## src/verilog/dpm_cfg.svh

```systemverilog
// Offsets, field positions, reset values and timing counts of the drive protection monitor.
// Assumes a 100 MHz system clock and a Wishbone byte address space of 8 bits.
`ifndef DPM_CFG_SVH
`define DPM_CFG_SVH
`define DPM_ADR_CTRL     6'h00
`define DPM_ADR_THRESH   6'h01
`define DPM_ADR_WEAR     6'h02
`define DPM_ADR_UVDLY    6'h03
`define DPM_ADR_STAT     6'h04
`define DPM_ADR_HEALTH   6'h05
`define DPM_ADR_ISTAT    6'h06
`define DPM_ADR_IMASK    6'h07
`define DPM_ADR_HFREQ    6'h08
`define DPM_ADR_HCURR    6'h09
`define DPM_ADR_INFUNC   6'h0A
`define DPM_ADR_OUTFUNC  6'h0B
`define DPM_CTRL_CLR     0
`define DPM_CTRL_RUN     1
`define DPM_CTRL_STOP    2
`define DPM_INT_FANX     0
`define DPM_INT_UV       1
`define DPM_INT_INH      2
`define DPM_THRESH_RST   16'h0384
`define DPM_THRESH_MAX   16'h03E8
`define DPM_WEAR_MAX     16'hFFFF
`define DPM_UVDLY_RST    10'h000
`define DPM_UVDLY_MAX    10'h258
`define DPM_FN_RESET     8'h03
`define DPM_FN_INHIBIT   8'h05
`define DPM_FN_UV        8'h0B
`define DPM_FN_FANX      8'h25
`define DPM_INFUNC_RST   16'h0305
`define DPM_OUTFUNC_RST  8'h25
`define DPM_CLK_KHZ      100000
`define DPM_FAN_LIFE_H   50000
`define DPM_FAN_TICK_CYC (64'd50000 * 64'd3600 * 64'd1000 * 64'd100000 / 64'd1000)
`define DPM_UV_STEP_MS   100
`define DPM_UV_STEP_CYC  (`DPM_UV_STEP_MS * `DPM_CLK_KHZ)
`endif

```

## src/verilog/dpm_pkg.sv

```systemverilog
// Types of the drive protection monitor.
// Assumes dpm_cfg.svh is compiled alongside.
package dpm_pkg;
    // Drive states, one-hot
    typedef enum logic [3:0] {
        DPM_IDLE = 4'b0001,
        DPM_RUN  = 4'b0010,
        DPM_INH  = 4'b0100,
        DPM_TRIP = 4'b1000
    } dpm_state_type;
    // Wishbone request from the master
    typedef struct packed {
        logic        cyc;
        logic        stb;
        logic        we;
        logic [3:0]  sel;
        logic [7:0]  adr;
        logic [31:0] dat;
    } dpm_wb_req_type;
    // Drive pins sampled by the monitor
    typedef struct packed {
        logic       fan_run;
        logic       dc_low;
        logic [1:0] mf_in;
        logic       key_reset;
    } dpm_pin_type;
endpackage

```

## src/verilog/dpm_top.sv

```systemverilog
// Drive protection monitor: fan wear, undervoltage trip, output inhibit, trip reset, health word.
// Assumes a Wishbone classic master on clk_i; pins are asynchronous and are synchronised here.
// Notes on behaviour
// - Fan running time is accumulated against rated life and a warning is raised at the threshold.
// - Fan usage reads as a 16-bit count in steps of 0.1 percent.
// - Writing one to the clear bit zeroes fan usage, writing zero leaves it.
// - The threshold accepts 0.0 to 100.0 percent and the warning follows the comparison.
// - Low DC-link voltage stops the output and enters the trip state.
// - The undervoltage output turns on only after the programmed delay of 0 to 60 s.
// - The inhibit input while running blocks the output and shows the inhibit indication.
// - Frequency and current at inhibit are held and readable while inhibit lasts.
// - Operation resumes only after inhibit is released and a new run command arrives.
// - A latched trip clears on a reset-function input or the keypad reset key.
// - The health word reads zero, or bit pattern 01 when fan replacement is due.
//
// The Wishbone register port and the register addresses were chosen for this implementation.
`timescale 1ns/10ps
`include "dpm_cfg.svh"
module dpm_top #(
    parameter logic [44:0] FAN_TICK_CYC = 45'(`DPM_FAN_TICK_CYC),
    parameter logic [23:0] UV_STEP_CYC  = 24'(`DPM_UV_STEP_CYC)
) (
    input  wire logic                    clk_i,
    input  wire logic                    rst_i,
    input  wire dpm_pkg::dpm_wb_req_type wb_req_i,
    output logic                         wb_ack_o,
    output logic [31:0]                  wb_dat_o,
    input  wire dpm_pkg::dpm_pin_type    pins_i,
    input  wire logic [15:0]             freq_i,
    input  wire logic [15:0]             curr_i,
    output logic                         gate_en_o,
    output logic                         inhibit_o,
    output logic                         uv_trip_o,
    output logic                         fan_warn_o,
    output logic                         xo_o,
    output logic                         irq_o
);
    import dpm_pkg::*;

    dpm_state_type state_r;
    dpm_state_type state_nxt;
    logic [4:0]    sync1_r;
    logic [4:0]    sync2_r;
    logic [4:0]    prev_r;
    logic          ack_r;
    logic [31:0]   rdat_r;
    logic [15:0]   thresh_r;
    logic [15:0]   wear_r;
    logic [44:0]   fan_cnt_r;
    logic [9:0]    uvdly_r;
    logic [23:0]   uv_cnt_r;
    logic [9:0]    uv_steps_r;
    logic          uv_sig_r;
    logic          fan_warn_r;
    logic          xo_r;
    logic [2:0]    istat_r;
    logic [2:0]    imask_r;
    logic          irq_r;
    logic [15:0]   hfreq_r;
    logic [15:0]   hcurr_r;
    logic [15:0]   infunc_r;
    logic [7:0]    outfunc_r;
    logic          wr_ev;
    logic          rd_ev;
    logic [5:0]    widx;
    logic [31:0]   wmask;
    logic [31:0]   wdat;
    logic          run_pulse;
    logic          stop_pulse;
    logic          clr_pulse;
    logic          fan_run_s;
    logic          dc_low_s;
    logic          inh_s;
    logic          rst_in_s;
    logic          rst_in_p;
    logic          clr_req;
    logic [2:0]    ev;
    logic [1:0]    health;

    // Pin synchronisers; first stage feeds only the second
    always_ff @(posedge clk_i) begin
        if (rst_i) begin
            sync1_r <= 5'h00;
            sync2_r <= 5'h00;
            prev_r  <= 5'h00;
        end else begin
            sync1_r <= pins_i;
            sync2_r <= sync1_r;
            prev_r  <= sync2_r;
        end
    end

    // Decoded pin levels and input function mapping
    assign fan_run_s = sync2_r[4];
    assign dc_low_s  = sync2_r[3];
    assign inh_s     = (sync2_r[1] && infunc_r[7:0] == `DPM_FN_INHIBIT)
                     || (sync2_r[2] && infunc_r[15:8] == `DPM_FN_INHIBIT);
    assign rst_in_s  = (sync2_r[1] && infunc_r[7:0] == `DPM_FN_RESET)
                     || (sync2_r[2] && infunc_r[15:8] == `DPM_FN_RESET);
    assign rst_in_p  = (prev_r[1] && infunc_r[7:0] == `DPM_FN_RESET)
                     || (prev_r[2] && infunc_r[15:8] == `DPM_FN_RESET);
    assign clr_req   = (rst_in_s && !rst_in_p) || (sync2_r[0] && !prev_r[0]);

    // Bus decode; a request is served once, in the cycle before ack
    assign wr_ev = wb_req_i.cyc && wb_req_i.stb && wb_req_i.we && !ack_r;
    assign rd_ev = wb_req_i.cyc && wb_req_i.stb && !wb_req_i.we && !ack_r;
    assign widx  = wb_req_i.adr[7:2];
    assign wmask = {{8{wb_req_i.sel[3]}}, {8{wb_req_i.sel[2]}}, {8{wb_req_i.sel[1]}}, {8{wb_req_i.sel[0]}}};
    assign wdat  = wb_req_i.dat & wmask;
    assign run_pulse  = wr_ev && widx == `DPM_ADR_CTRL && wdat[`DPM_CTRL_RUN];
    assign stop_pulse = wr_ev && widx == `DPM_ADR_CTRL && wdat[`DPM_CTRL_STOP];
    assign clr_pulse  = wr_ev && widx == `DPM_ADR_CTRL && wdat[`DPM_CTRL_CLR];
    assign health     = {1'b0, fan_warn_r};

    // Drive state selection
    always_comb begin
        state_nxt = state_r;
        if (dc_low_s && state_r != DPM_TRIP) begin
            state_nxt = DPM_TRIP;
        end else begin
            unique case (state_r)
                DPM_IDLE: if (run_pulse && !inh_s) state_nxt = DPM_RUN;
                DPM_RUN: begin
                    if (inh_s) state_nxt = DPM_INH;
                    else if (stop_pulse) state_nxt = DPM_IDLE;
                end
                DPM_INH: begin
                    if (!inh_s && run_pulse) state_nxt = DPM_RUN;
                    else if (stop_pulse) state_nxt = DPM_IDLE;
                end
                DPM_TRIP: if (clr_req && !dc_low_s) state_nxt = DPM_IDLE;
                default: state_nxt = DPM_IDLE;
            endcase
        end
    end

    // State register
    always_ff @(posedge clk_i) begin
        if (rst_i) state_r <= DPM_IDLE;
        else state_r <= state_nxt;
    end

    // Capture of frequency and current when inhibit starts
    always_ff @(posedge clk_i) begin
        if (rst_i) begin
            hfreq_r <= 16'h0000;
            hcurr_r <= 16'h0000;
        end else if (state_r != DPM_INH && state_nxt == DPM_INH) begin
            hfreq_r <= freq_i;
            hcurr_r <= curr_i;
        end
    end

    // Fan running time and wear in 0.1 percent steps
    always_ff @(posedge clk_i) begin
        if (rst_i) begin
            fan_cnt_r <= 45'h0;
            wear_r    <= 16'h0000;
        end else if (clr_pulse) begin
            fan_cnt_r <= 45'h0;
            wear_r    <= 16'h0000;
        end else if (fan_run_s) begin
            if (fan_cnt_r >= FAN_TICK_CYC - 45'h1) begin
                fan_cnt_r <= 45'h0;
                if (wear_r != `DPM_WEAR_MAX) wear_r <= wear_r + 16'h0001;
            end else begin
                fan_cnt_r <= fan_cnt_r + 45'h1;
            end
        end
    end

    // Replacement warning from wear against threshold
    always_ff @(posedge clk_i) begin
        if (rst_i) fan_warn_r <= 1'b0;
        else fan_warn_r <= wear_r >= thresh_r;
    end

    // Undervoltage delay in 0.1 s steps while tripped
    always_ff @(posedge clk_i) begin
        if (rst_i || state_r != DPM_TRIP) begin
            uv_cnt_r   <= 24'h0;
            uv_steps_r <= 10'h000;
            uv_sig_r   <= 1'b0;
        end else if (uv_steps_r >= uvdly_r) begin
            uv_sig_r <= 1'b1;
        end else if (uv_cnt_r >= UV_STEP_CYC - 24'h1) begin
            uv_cnt_r   <= 24'h0;
            uv_steps_r <= uv_steps_r + 10'h001;
        end else begin
            uv_cnt_r <= uv_cnt_r + 24'h1;
        end
    end

    // Transistor output function select
    always_ff @(posedge clk_i) begin
        if (rst_i) xo_r <= 1'b0;
        else if (outfunc_r == `DPM_FN_FANX) xo_r <= fan_warn_r;
        else if (outfunc_r == `DPM_FN_UV) xo_r <= uv_sig_r;
        else xo_r <= 1'b0;
    end

    // Software settings
    always_ff @(posedge clk_i) begin
        if (rst_i) begin
            thresh_r  <= `DPM_THRESH_RST;
            uvdly_r   <= `DPM_UVDLY_RST;
            imask_r   <= 3'h0;
            infunc_r  <= `DPM_INFUNC_RST;
            outfunc_r <= `DPM_OUTFUNC_RST;
        end else if (wr_ev) begin
            unique case (widx)
                `DPM_ADR_THRESH: begin
                    if (((thresh_r & ~wmask[15:0]) | wdat[15:0]) > `DPM_THRESH_MAX) thresh_r <= `DPM_THRESH_MAX;
                    else thresh_r <= (thresh_r & ~wmask[15:0]) | wdat[15:0];
                end
                `DPM_ADR_UVDLY: begin
                    if (((uvdly_r & ~wmask[9:0]) | wdat[9:0]) > `DPM_UVDLY_MAX) uvdly_r <= `DPM_UVDLY_MAX;
                    else uvdly_r <= (uvdly_r & ~wmask[9:0]) | wdat[9:0];
                end
                `DPM_ADR_IMASK:   imask_r   <= (imask_r & ~wmask[2:0]) | wdat[2:0];
                `DPM_ADR_INFUNC:  infunc_r  <= (infunc_r & ~wmask[15:0]) | wdat[15:0];
                `DPM_ADR_OUTFUNC: outfunc_r <= (outfunc_r & ~wmask[7:0]) | wdat[7:0];
                default: ;
            endcase
        end
    end

    // Sticky events; a new event wins over a write-one clear
    assign ev[`DPM_INT_FANX] = (wear_r >= thresh_r) && !fan_warn_r;
    assign ev[`DPM_INT_UV]   = state_nxt == DPM_TRIP && state_r != DPM_TRIP;
    assign ev[`DPM_INT_INH]  = state_nxt == DPM_INH && state_r != DPM_INH;
    always_ff @(posedge clk_i) begin
        if (rst_i) begin
            istat_r <= 3'h0;
            irq_r   <= 1'b0;
        end else begin
            if (wr_ev && widx == `DPM_ADR_ISTAT) istat_r <= (istat_r & ~wdat[2:0]) | ev;
            else istat_r <= istat_r | ev;
            irq_r <= |(istat_r & imask_r);
        end
    end

    // Bus answer and read data
    always_ff @(posedge clk_i) begin
        if (rst_i) begin
            ack_r  <= 1'b0;
            rdat_r <= 32'h0000_0000;
        end else begin
            ack_r <= wb_req_i.cyc && wb_req_i.stb && !ack_r;
            if (rd_ev) begin
                unique case (widx)
                    `DPM_ADR_THRESH:  rdat_r <= {16'h0000, thresh_r};
                    `DPM_ADR_WEAR:    rdat_r <= {16'h0000, wear_r};
                    `DPM_ADR_UVDLY:   rdat_r <= {22'h0, uvdly_r};
                    `DPM_ADR_STAT:    rdat_r <= {26'h0, uv_sig_r, fan_warn_r, state_r};
                    `DPM_ADR_HEALTH:  rdat_r <= {30'h0, health};
                    `DPM_ADR_ISTAT:   rdat_r <= {29'h0, istat_r};
                    `DPM_ADR_IMASK:   rdat_r <= {29'h0, imask_r};
                    `DPM_ADR_HFREQ:   rdat_r <= {16'h0000, hfreq_r};
                    `DPM_ADR_HCURR:   rdat_r <= {16'h0000, hcurr_r};
                    `DPM_ADR_INFUNC:  rdat_r <= {16'h0000, infunc_r};
                    `DPM_ADR_OUTFUNC: rdat_r <= {24'h0, outfunc_r};
                    default:          rdat_r <= 32'h0000_0000;
                endcase
            end
        end
    end

    // Outputs straight from flip-flops
    assign wb_ack_o   = ack_r;
    assign wb_dat_o   = rdat_r;
    assign gate_en_o  = state_r[1]; // One-hot RUN bit
    assign inhibit_o  = state_r[2]; // One-hot INH bit
    assign uv_trip_o  = state_r[3]; // One-hot TRIP bit
    assign fan_warn_o = fan_warn_r;
    assign xo_o       = xo_r;
    assign irq_o      = irq_r;
endmodule // dpm_top

```

## config.mk

```make
export PLATFORM = sky130hd
export DESIGN_NAME = dpm_top
export DESIGN_NICKNAME = d
export VERILOG_FILES = /design/src/verilog/dpm_pkg.sv /design/src/verilog/dpm_top.sv
export VERILOG_INCLUDE_DIRS = /design/src /design/src/verilog
export SDC_FILE = /design/constraint.sdc
export NUM_CORES = 1
export LEC_CHECK = 0
export BUFFER_PORTS_ARGS = -buffer_cell sky130_fd_sc_hd__buf_2
export CAP_MARGIN = 20
export CORE_AREA = 4 4 138 140
export DETAILED_ROUTE_END_ITERATION = 7
export DIE_AREA = 0 0 142 144
export PLACE_DENSITY = 0.92
export SLEW_MARGIN = 5
export SYNTH_ARGS = -nofsm -noshare
export SYNTH_HDL_FRONTEND = slang
export SYNTH_SLANG_ARGS = --single-unit
```

## constraint.sdc

```tcl
create_clock -name clk_i -period 3.93 [get_ports clk_i]
set_input_delay 0.1965 -clock clk_i [delete_from_list [all_inputs] [get_ports clk_i]]
set_output_delay 0.1965 -clock clk_i [all_outputs]
set_load 0.005 [all_outputs]
```

== Word level (Yosys, flattened, before mapping) ==
Cells that the tools add are included.

* Output and inout bits: 39
* Bits in registers: 237
* Logic and storage cells: 141
* Input bits: 86

* Mux-type cells: 15
* Equality and inequality tests: 26
* Magnitude comparators: 6
* Add/subtract/negate cells: 4
* Reduce and logical (&&, ||, !) cells: 47
* Bitwise operators: 21

{| class="wikitable"
|+ Operators by type and width
! operator !! number
|-
| $pmux W16 S11 || 1
|-
| $and A16 B16 Y16 || 3
|-
| $add A45 B1 Y45 const B || 1
|-
| $ge A45 B45 Y1 const B || 1
|-
| $mux W45 || 1
|-
| $or A16 B16 Y16 || 2
|-
| $logic_and A1 B1 Y1 || 25
|-
| $add A24 B1 Y24 const B || 1
|-
| $eq A6 B3 Y1 const B || 4
|-
| $eq A6 B4 Y1 const B || 4
|-
| $ge A24 B24 Y1 const B || 1
|-
| $mux W24 || 1
|-
| $mux W4 || 6
|-
| $add A16 B1 Y16 const B || 1
|-
| $eq A8 B2 Y1 const B || 2
|-
| $eq A8 B3 Y1 const B || 2
|-
| $ge A16 B16 Y1 || 1
|-
| $gt A16 B10 Y1 const B || 1
|-
| $mux W16 || 1
|-
| $ne A16 B16 Y1 const B || 1
|-
| $not A16 Y16 || 1
|-
| $pmux W4 S4 || 1
|-
| $eq A6 B2 Y1 const B || 2
|-
| $reduce_and A2 Y1 || 6
|-
| other kinds (31) || 49
|}

== Longest topological paths before layout ==
Gate-level depths: netlist of run 1.

* Depth in word-level cells: 14
* Gate-level depth with buffers: 10
* Gate-level depth less buffers: 8

== Worst setup path before layout of run 1 ==
Ideal clock, no wire load.

* Path type: reg-to-reg
* Start point: register uv_steps_r[0]
* End point: register uv_steps_r[5]
* Cell stages (with the launch flop): 9
* Path slack: 1461 ps
* Buffers on the path: 0
* Setup time: 70 ps
* Clock period less this slack: 2469 ps
* Required time: 3860 ps
* Arrival time: 2399 ps
* Cells stage by stage: dfxtp_1 > inv_1 > ha_1 > nand2b_1 > a2111oi_2 > o311ai_1 > a2111o_1 > or4_1 > a21oi_1

* Cells in the longest elaborated chain, start to end: 3
* Elaborated cells on any way between the ends: 4
* Those cells by class: 1 x add/sub; 1 x order compare; 1 x bitwise; 1 x reduce/logical

{| class="wikitable"
|+ RTL lines
! item !! line !! text
|-
| start, declared || dpm_top.sv:52 || <nowiki>logic [9:0] uv_steps_r;</nowiki>
|-
| start signal, assigned || dpm_top.sv:188 || <nowiki>uv_steps_r <= uv_steps_r + 10'h001;</nowiki>
|-
| $ge A10 B10 Y1 || dpm_top.sv:184 || <nowiki>end else if (uv_steps_r >= uvdly_r) begin</nowiki>
|-
| $not A1 Y1 (no line) || n/a ||
|-
| $reduce_and A2 Y1 (no line) || n/a ||
|}

Parallel ways exist; a longest one is shown, timed or not.
A chain may end at the register's enable or synchronous reset.

== Worst setup path in the final report of run 1 ==
* Start point: register uvdly_r[0]
* End point: register uv_steps_r[8]

* Cells in the longest elaborated chain, start to end: 3

{| class="wikitable"
|+ RTL lines
! item !! line !! text
|-
| start, declared || dpm_top.sv:50 || <nowiki>logic [9:0] uvdly_r;</nowiki>
|-
| start signal, assigned || dpm_top.sv:206 || <nowiki>uvdly_r <= `DPM_UVDLY_RST;</nowiki>
|-
| start signal, assigned || dpm_top.sv:217 || <nowiki>if (((uvdly_r & ~wmask[9:0]) | wdat[9:0]) > `DPM_UVDLY_MAX) uvdly_r <= `DPM_UVDLY_MAX;</nowiki>
|-
| start signal, assigned || dpm_top.sv:218 || <nowiki>else uvdly_r <= (uvdly_r & ~wmask[9:0]) | wdat[9:0];</nowiki>
|-
| $ge A10 B10 Y1 || dpm_top.sv:184 ||
|-
| $not A1 Y1 (no line) || n/a ||
|-
| $reduce_and A2 Y1 (no line) || n/a ||
|}

Every way passes these cells.

==> summary.md, run 1 <==
| Metric | Value |
|---|---|
| CTS Buf Count | `24` |
| Fin Setup TNS | `0 ns` |
| Pre-Repair DR Iteration Count | `8` |
| Pint | `0.00372 W` |
| Post-CTS Setup Inserts | `0` |
| Largest net degree at the start of global routing | `64` |
| Gr busiest metal | `met2` |
| Leakage | `4.66 nW` |
| Global-route congestion overflow total | `0` |
| Top FF cell, synth | `dfxtp_1` |
| Pre-CTS WS | `0.902 ns` |
| CORE AREA | `17,800 µm²` |
| Die W | `142 µm` |
| Antenna-violating nets left | `0` |
| Post-Syn Instances | `1,347` |
| Slew @ Worst Pin | `0.897 ns` |
| Clk sink count | `221` |
| Clock skew | `0.0179 ns` |
| WL per Instance | `20.5 µm` |
| Switching Share | `0.236` |
| CP Capture Type | `register` |
| Worst setup SP type | `register` |
| Die area | `20,400 µm²` |
| Hold wc startpoint | `wb_req_i[4]` |
| Net count, final | `1,567` |
| WP buf/inv | `1` |
| DR vias | `11,300` |
| WHS Path Cells | `2` |
| Post-synth top area cell | `dfxtp_1` |
| Setup slack, reg-to-reg | `0.87 ns` |
| YS warnings | `0` |
| Max Clk Rate | `327 MHz` |
| Synthesized area per cell | `8.32 µm²` |
| Share of cells above drive strength 1 | `0.117` |
| Site row count | `49` |
| Final period utilization | `0.777` |
| Initial Util | `0.628` |
| Vias per inst | `6.66` |
| CP Class | `register to register` |
| Vias in the first global route | `10,700` |
| DRC violations left | `59` |
| Sequential group share of total power | `0.464` |
| Mapped Area | `11,200 µm²` |
| Clk_lat worst skew | `0.54 ns` |
| Top cells by area, synth | `dfxtp_1 (39%), nand2_1 (5.1%), nor2_1 (4.8%)` |
| Worst slew margin | `0.400` |
| I/O Buffers | `88` |
| Reg-to-Reg Start | `uvdly_r[0]` |
| Initial DRC Count | `1,642` |
| Slowest CP cell | `a2111o_1` |
| R2R Path End | `uv_steps_r[8]` |
| Final Slew Violations | `0` |
| Ys async rst share | `0` |
| I/O pin cnt | `125` |
| Hold Path Class | `primary input to register` |
| Max-cap violations | `0` |
| Final hold violation count | `0` |
| Power Density | `375 nW/µm²` |
| H-tree levels | `1` |
| Detailed placement HPWL | `20.1 mm` |
| Detailed Route WL | `34.8 mm` |
| Worst Setup Slack, final | `0.875 ns` |
| CP delay by family, top | `compound AO/OA/AOI/OAI gates` |
| Yosys top cell area share | `0.395` |
| Layout area overhead | `15.9%` |
| First-pass GRT wire length | `56.5 mm` |
| Failing checks | `DRC` |
| CP max FO | `19` |
| Power, Total | `0.00487 W` |
| WHS | `0.0167 ns` |
| Library cells used by synthesis | `76` |
| GRT Util Overall | `0.339` |
| Post-layout min period | `3.06 ns` |
| CTS tree | `built` |
| Number of synthesized flops with an enable pin | `0` |
| Final antenna diode count | `0` |
| WP data arrival | `3.49 ns` |
| Clock power frac | `0.486` |
| Setup violations, final | `0` |
| Worst vdd ir | `0.467 mV` |
| CTS resizes | `0` |
| Worst R2R Path Depth | `8` |
| Seq/Total Area, Yosys | `0.395` |
| Worst Path Required | `4.37 ns` |
| Critical Path, Cell by Cell | `ha_1 -> nand2b_1 -> a2111oi_2 -> o311ai_1 -> buf_4 -> a2111o_1 -> or4_1 -> a21oi_1` |
| Met2 Usage GRT | `0.536` |
| #FFs+latches synth | `221` |
| GRT met3 Usage | `0.0903` |
| Worst hold endpoint | `thresh_r[4]` |
| CTS Buffer Depth | `3` |
| Antenna violations before repair | `1` |
| RSZ-0062 raised after global routing | `false` |
| Status | `complete, but fails checks` |
| Root buffer cell | `clkbuf_16` |
| GPL Wtd Cong | `1.00` |
| GR Util met1 | `0.416` |
| Die H | `144 µm` |
| Combinational fraction of design power | `0.050` |
| Delay of the slowest cell on the worst path | `0.64 ns` |
| Net switching power | `0.00115 W` |
| Worst-path clk slew | `0.07 ns` |
| Number of fill cells in the layout | `1,175` |
[area by class of cell]
class	count	area (µm²)	share of cell area
Sequential cell	221	4420	0.341
Clock inverter	13	158	0.0121
Multi-Input combinational cell	1004	6250	0.481
Clock buffer	28	647	0.0498
Inverter	49	184	0.0142
Timing Repair Buffer	151	1040	0.0798
Tap cell	229	287	0.0221
[repair_timing]
action | 4_1_cts | 5_1_grt
hold buffers | 48 | 0
setup endpoints to repair | 0 | 0
endpoints found under the hold margin | 49 | 0
[power by group through the flow]
| stage | sequential [W] | clock, W | combinational, W |
|---|---|---|---|
| floorplan | 0.00230 | 0 | 0.000122 |
| global placement | 0.00231 | 0 | 0.000182 |
| detailed placement | 0.00231 | 0 | 0.000185 |
| CTS | 0.00226 | 0.00232 | 0.000224 |
| global route | 0.00226 | 0.00245 | 0.000253 |
| finish | 0.00226 | 0.00237 | 0.000242 |
[per-layer routing]
metal / part of all wire / up-vias
li1: - / 5019
met1: 0.36 / 5176
met3: 0.11 / 276
met5: 0.00046 / -
met2: 0.44 / 821
met4: 0.082 / 2
[layout by cell type, fill, tap and decap left out, types with 18 or more instances in the layout]
master         count
nor2b_1           18
nand2_1          153
mux2i_1           44
xor2_1            27
a21oi_1          102
o21ai_0           53
inv_1             49
nand3_1           53
or3_1             35
nor2_1           142
dlygate4sd3_1     48
xnor2_1           23
clkbuf_16         25
a22oi_1           31
dfxtp_1          221
nand4_1           29
ha_1              30
buf_2             87
[worst max-delay path by stage]
stage / from / to / slack, ns / cells after the start
after floorplan: uv_steps_r[0] / uv_steps_r[5] / 1.46 / 8
after global placement: uv_steps_r[0] / uv_steps_r[8] / 0.98 / 9
after detailed placement: uv_steps_r[0] / uv_steps_r[8] / 0.90 / 9
after CTS: uv_steps_r[0] / uv_steps_r[8] / 0.87 / 9
after global routing: uv_steps_r[0] / uv_steps_r[8] / 0.72 / 9
final: uvdly_r[0] / uv_steps_r[8] / 0.87 / 8
[cells in the mapped netlist, types with 11 or more instances]
| cell type | n |
|---|---|
| ha_1 | 30 |
| dfxtp_1 | 221 |
| or3_1 | 35 |
| nand3b_1 | 11 |
| o21ai_0 | 53 |
| nand2_1 | 153 |
| a21oi_1 | 102 |
| or4_1 | 16 |
| nand3_1 | 53 |
| a31oi_1 | 14 |
| buf_4 | 16 |
| o31ai_1 | 14 |
| clkbuf_1 | 53 |
| o22ai_1 | 13 |
| buf_2 | 16 |
| mux2i_1 | 44 |
| nand4_1 | 29 |
| xnor2_1 | 23 |
| and3_1 | 14 |
| a21o_1 | 12 |
| nor3_1 | 15 |
| nor2_1 | 142 |
| xor2_1 | 27 |
| a22oi_1 | 31 |
| inv_1 | 49 |
| nor2b_1 | 18 |
[logic make-up (layout without fill, tap and decap cells)]
logic type                 after synthesis  in the layout  synth area share
adders and majority gates               30             30            0.0335
muxes                                   52             52            0.0514
buffers and inverters                  137            241            0.0531
and+or+nand+nor                        544            544             0.246
xor gates and xnor gates                50             50            0.0391
AOI/OAI and AO/OA                      312            312             0.181
other                                    1             16          0.000335
DFF                                    221            221             0.395
[per-stage QoR]
step | util | cell area (µm²) | instances
4_1_cts | 0.728 | 13000 | 1695
2_1_floorplan | - | 11300 | 1362
3_5_place_dp | 0.656 | 11700 | 1606
3_3_place_gp | 0.656 | 11700 | 1606
6_report | 0.728 | 13000 | 1695
5_1_grt | 0.728 | 13000 | 1695
Note: power is estimated with default switching activity, not from simulation.
==> run 2: changes to the inputs <==
--- a/config.mk
+++ b/config.mk
@@ -8,10 +8,10 @@
 export LEC_CHECK = 0
 export BUFFER_PORTS_ARGS = -buffer_cell sky130_fd_sc_hd__buf_2
 export CAP_MARGIN = 20
-export CORE_AREA = 4 4 138 140
+export CORE_AREA = 4 4 143 145
 export DETAILED_ROUTE_END_ITERATION = 7
-export DIE_AREA = 0 0 142 144
-export PLACE_DENSITY = 0.92
+export DIE_AREA = 0 0 147 149
+export PLACE_DENSITY = 0.87
 export SLEW_MARGIN = 5
 export SYNTH_ARGS = -nofsm -noshare
 export SYNTH_HDL_FRONTEND = slang
==> constraint.sdc (replaced) <==
create_clock -name clk_i -period 2.85 [get_ports clk_i]
set_input_delay 0.1425 -clock clk_i [delete_from_list [all_inputs] [get_ports clk_i]]
set_output_delay 0.1425 -clock clk_i [all_outputs]
set_load 0.005 [all_outputs]
==> summary.md, run 2 (synthesis gave the netlist of run 1 again) <==
| Metric | Value |
|---|---|
| Status | `finished clean` |
| Setup violations, final | `0` |
| Sequential cell area | `4420 µm²` |
| DR vias | `11,300` |
| WP buf/inv | `2` |
| Clk_lat worst skew | `0.53 ns` |
| DRC violations left | `0` |
| Worst Path Required | `3.30 ns` |
| Pint | `0.00556 W` |
| Pre-Repair DR Iteration Count | `8` |
| Die area | `21,900 µm²` |
| WL per Instance | `19.3 µm` |
| Clock skew | `0.0164 ns` |
| CTS tree | `built` |
| Global-route congestion overflow total | `0` |
| Initial Util | `0.583` |
| Die H | `149 µm` |
| Detailed placement HPWL | `20.5 mm` |
| First-pass GRT wire length | `54.8 mm` |
| Antenna-violating nets left | `0` |
| CP Capture Type | `register` |
| Hold wc startpoint | `wb_req_i[9]` |
| Number of fill cells in the layout | `1,332` |
| Worst setup SP type | `register` |
| Finished Cell Area | `13,400 µm²` |
| CP Class | `register to register` |
| Power Density | `532 nW/µm²` |
| Largest net degree at the start of global routing | `79` |
| Hold Path Class | `primary input to register` |
| Net switching power | `0.00157 W` |
| Site row count | `51` |
| CTS Buffer Depth | `3` |
| Worst vdd ir | `0.665 mV` |
| Setup slack, reg-to-reg | `0.16 ns` |
| Net count, final | `1,591` |
| H-tree levels | `1` |
| Initial DRC Count | `1,422` |
| Post-CTS Setup Inserts | `0` |
| Multi-input gate area | `6290 µm²` |
| Delay of the slowest cell on the worst path | `0.43 ns` |
| Final Slew Violations | `0` |
| Leakage | `4.85 nW` |
| CTS Buf Count | `25` |
| Worst slew margin | `0.433` |
| Vias in the first global route | `10,800` |
| Reg-to-Reg Start | `uv_steps_r[0]` |
| CORE AREA | `19,200 µm²` |
| Final period utilization | `0.945` |
| Placed Cells | `1,654` |
| R2R Path End | `uv_cnt_r[17]` |
| WHS Path Cells | `3` |
| CP delay by family, top | `compound AO/OA/AOI/OAI gates` |
| CP max FO | `10` |
| Die W | `147 µm` |
| Clock power frac | `0.513` |
| Worst-path clk slew | `0.07 ns` |
| Commonest non-fill, non-tap cells in the layout | `dfxtp_1 (221), nand2_1 (153), nor2_1 (142)` |
| GPL Wtd Cong | `0.969` |
| Critical Path, Cell by Cell | `inv_1 -> ha_1 -> nand2b_1 -> a2111oi_4 -> o311ai_2 -> buf_4 -> a2111oi_2 -> or3b_1 -> a21oi_1` |
| I/O pin cnt | `125` |
| Share of cells above drive strength 1 | `0.127` |
| Detailed Route WL | `33.9 mm` |
| Power, Total | `0.00713 W` |
| Layout area overhead | `19.7%` |
| Combinational fraction of design power | `0.051` |
| Antenna violations before repair | `3` |
| Slew @ Worst Pin | `0.850 ns` |
| Slowest CP cell | `a2111oi_2` |
| Max-cap violations | `0` |
| Max Clk Rate | `371 MHz` |
| Most common cell after layout, fill and taps aside | `dfxtp_1` |
| Fin cells | `1,762` |
| Fin Setup TNS | `0 ns` |
| I/O Buffers | `88` |
| GRT Util Overall | `0.303` |
| Worst R2R Path Depth | `9` |
| Clk sink count | `221` |
| Post-layout min period | `2.69 ns` |
| Placed Area | `11,800 µm²` |
| Final hold violation count | `0` |
| Root buffer cell | `clkbuf_16` |
| WP data arrival | `3.14 ns` |
| Sequential group share of total power | `0.436` |
| Vias per inst | `6.39` |
| Switching Share | `0.220` |
## run 2: cell count changes in the layout (fill, tap and decap cells not counted), moves of 2 or more
cell / before / now
clkbuf_8: 1 / 3
buf_4: 16 / 27
diode_2: 0 / 4
bufinv_16: 3 / 7
clkinvlp_4: 4 / 0
clkinv_2: 4 / 6
dlygate4sd3_1: 48 / 58
## run 2: stage by stage
step	setup WS, ns	hold WS, ns	util
after floorplan	0.381	0.271	-
after global placement	0.146	0.352	0.617
after detailed placement	0.0684	0.354	0.617
after CTS	0.00269	0.00141	0.695
after global routing	-0.0165	0.0182	0.698
final	0.158	0.0537	0.698
## run 2: layout make-up
cell class	instances	area share
inverter	49	0.0137
timing repair buffer	173	0.0924
multi-input combinational	1005	0.469
tap	265	0.0247
antenna	4	0.000746
clock buffer	31	0.0506
clock inverter	14	0.0186
sequential	221	0.330
## run 2: power groups by stage
stage | sequential (W) | combinational (W) | clock (W)
final | 0.00311 | 0.000361 | 0.00366
after global routing | 0.00311 | 0.000376 | 0.00382
after CTS | 0.00311 | 0.000333 | 0.00366
after detailed placement | 0.00318 | 0.000268 | 0
after global placement | 0.00318 | 0.000263 | 0
after floorplan | 0.00318 | 0.000168 | 0
## run 2: how the worst max path moves through the flow
stage / startpoint / endpoint / slack, ns / cells after the start
after detailed placement: uv_steps_r[0] / uv_cnt_r[22] / 0.07 / 9
after global placement: uv_steps_r[0] / uv_cnt_r[20] / 0.15 / 9
final: uv_steps_r[0] / uv_cnt_r[17] / 0.16 / 9
after floorplan: uv_steps_r[0] / uv_steps_r[5] / 0.38 / 8
after global routing: uv_steps_r[0] / uv_cnt_r[23] / -0.02 / 9
after CTS: uv_steps_r[0] / uv_cnt_r[22] / 0.003 / 9
## run 2: worst reg2reg max path, stage by stage, from the launching register on
cell       delay [ns]
dfxtp_1          0.35
inv_1            0.08
ha_1             0.26
nand2b_1         0.17
a2111oi_4        0.39
o311ai_2         0.18
buf_4            0.21
a2111oi_2        0.43
or3b_1           0.38
a21oi_1          0.16
## run 2: what timing repair did
action	in CTS	in global routing
resized for setup	0	5
endpoints found under the setup margin	0	19
hold buffers	58	0
hold endpoints to repair	71	0
## run 2: metal layers
layer	track usage	share of wire	vias up
li1	-	-	5086
met1	0.379	0.38	5194
met2	0.478	0.44	746
met3	0.0747	0.11	229
met4	0.174	0.074	0
met5	0	0	-
==> run 3: changes to the inputs <==
--- a/config.mk
+++ b/config.mk
@@ -12,6 +12,7 @@
 export DETAILED_ROUTE_END_ITERATION = 7
 export DIE_AREA = 0 0 147 149
 export PLACE_DENSITY = 0.87
+export REMOVE_ABC_BUFFERS = 1
 export SLEW_MARGIN = 5
 export SYNTH_ARGS = -nofsm -noshare
 export SYNTH_HDL_FRONTEND = slang
==> summary.md, run 3 (synthesis gave the netlist of run 1 again) <==
| Metric | Value |
|---|---|
| WHS | `0.0370 ns` |
| Detailed Route WL | `32.6 mm` |
| Met2 Usage GRT | `0.482` |
| Detailed placement HPWL | `20.2 mm` |
| Gr busiest metal | `met2` |
| Initial Util | `0.583` |
| CTS Buffer Depth | `3` |
| Initial DRC Count | `1,291` |
| Finished Cell Area | `13,300 µm²` |
| Clock skew | `0.0162 ns` |
| Antenna-violating nets left | `0` |
| Multi-input gate area | `6260 µm²` |
| Post-layout min period | `2.78 ns` |
| Leakage | `4.79 nW` |
| Max Clk Rate | `360 MHz` |
| Slew @ Worst Pin | `0.844 ns` |
| Net count, final | `1,592` |
| Clk sink count | `221` |
| Status | `finished clean` |
| Site row count | `51` |
| Largest net degree at the start of global routing | `53` |
| Power Density | `499 nW/µm²` |
| GR Util met1 | `0.354` |
| Die W | `147 µm` |
| Worst Setup Slack, final | `0.0697 ns` |
| Vias in the first global route | `10,700` |
| CP Capture Type | `register` |
| CP max FO | `32` |
| Final period utilization | `0.976` |
| Vias per inst | `6.30` |
| I/O pin cnt | `125` |
| Layout area overhead | `18.3%` |
| Clk_lat worst skew | `0.52 ns` |
| Pre-Repair DR Iteration Count | `7` |
| Die area | `21,900 µm²` |
| Hold Path Class | `primary input to register` |
| DR vias | `11,100` |
| WL per Instance | `18.6 µm` |
| GRT Util Overall | `0.288` |
| Commonest non-fill, non-tap cells in the layout | `dfxtp_1 (221), nand2_1 (153), nor2_1 (142)` |
| Placed Area | `11,900 µm²` |
| I/O Buffers | `88` |
| Setup violations, final | `0` |
| Share of cells above drive strength 1 | `0.126` |
| Fin cells | `1,757` |
| Final Slew Violations | `0` |
| Sequential cell area | `4420 µm²` |
| CP Class | `register to register` |
| Worst vdd ir | `0.491 mV` |
| First-pass GRT wire length | `52.7 mm` |
| GRT met3 Usage | `0.0571` |
| Power, Total | `0.00661 W` |
| Worst Path Required | `3.27 ns` |
| Final hold violation count | `0` |
| Number of fill cells in the layout | `1,418` |
| Die H | `149 µm` |
| GPL Wtd Cong | `0.918` |
| Global-route congestion overflow total | `0` |
| DRC violations left | `0` |
| Pre-CTS WS | `0.0492 ns` |
| WP data arrival | `3.20 ns` |
| Placed Cells | `1,657` |
| Hold wc startpoint | `rst_i` |
| Max-cap violations | `0` |
| Root buffer cell | `clkbuf_16` |
| Antenna violations before repair | `0` |
| H-tree levels | `1` |
| CORE AREA | `19,200 µm²` |
| Final antenna diode count | `0` |
| Worst-path clk slew | `0.07 ns` |
| Worst slew margin | `0.433` |
| Most common cell after layout, fill and taps aside | `dfxtp_1` |
| CTS tree | `built` |
| Worst setup SP type | `register` |
| CTS Buf Count | `24` |
## run 3: per-layer routing
layer	vias up	part of all wire
li1	5085	-
met1	5116	0.38
met2	654	0.46
met3	212	0.093
met4	0	0.067
met5	-	0
## run 3: path summary, 6_finish.rpt
| path | endpoint | slack, ns | cells after the start |
|---|---|---|---|
| worst min-delay path | thresh_r[5] | 0.04 | 2 |
| worst max-delay path | hfreq_r[8] | 0.07 | 8 |
| worst min register to register | sync2_r[4] | 0.44 | 1 |
| worst max register to register | hfreq_r[8] | 0.07 | 8 |
## run 3: stage by stage
step | TNS [ns] | util
after CTS | 0 | 0.688
after detailed placement | 0 | 0.619
after global placement | 0 | 0.619
final | 0 | 0.690
after global routing | -0.000895 | 0.690
after floorplan | -27.17 | -
## run 3: where the power goes
part / internal [W] / leakage [nW] / switching, W / total [W]
registers: 0.00310 / 1.78 / 0.00000905 / 0.00311
logic: 0.000143 / 2.62 / 0.000218 / 0.000361
clock network: 0.00188 / 0.391 / 0.00126 / 0.00314
## run 3: final cells by class
type | instances | area share
Clock buffer | 34 | 0.0528
Clock inverter | 8 | 0.00699
Inverter | 49 | 0.0139
Multi-Input combinational cell | 1004 | 0.472
Sequential cell | 221 | 0.334
Tap cell | 265 | 0.0250
Timing Repair Buffer | 176 | 0.0955
## run 3: critical path: stages (launching register included)
cell and delay (ns):
dfxtp_1 0.42, nor4b_1 0.54, buf_4 0.24, nand4b_1 0.16
o21ai_1 0.41, and3_1 0.32, buf_12 0.21, nand2_1 0.09
a21oi_1 0.26
## run 3: repair_timing
| action | CTS | global route |
|---|---|---|
| hold buffers | 55 | 0 |
| buffers inserted | 0 | 3 |
| gates resized for setup | 0 | 2 |
| endpoints found under the hold margin | 70 | 0 |
| endpoints found under the setup margin | 0 | 13 |
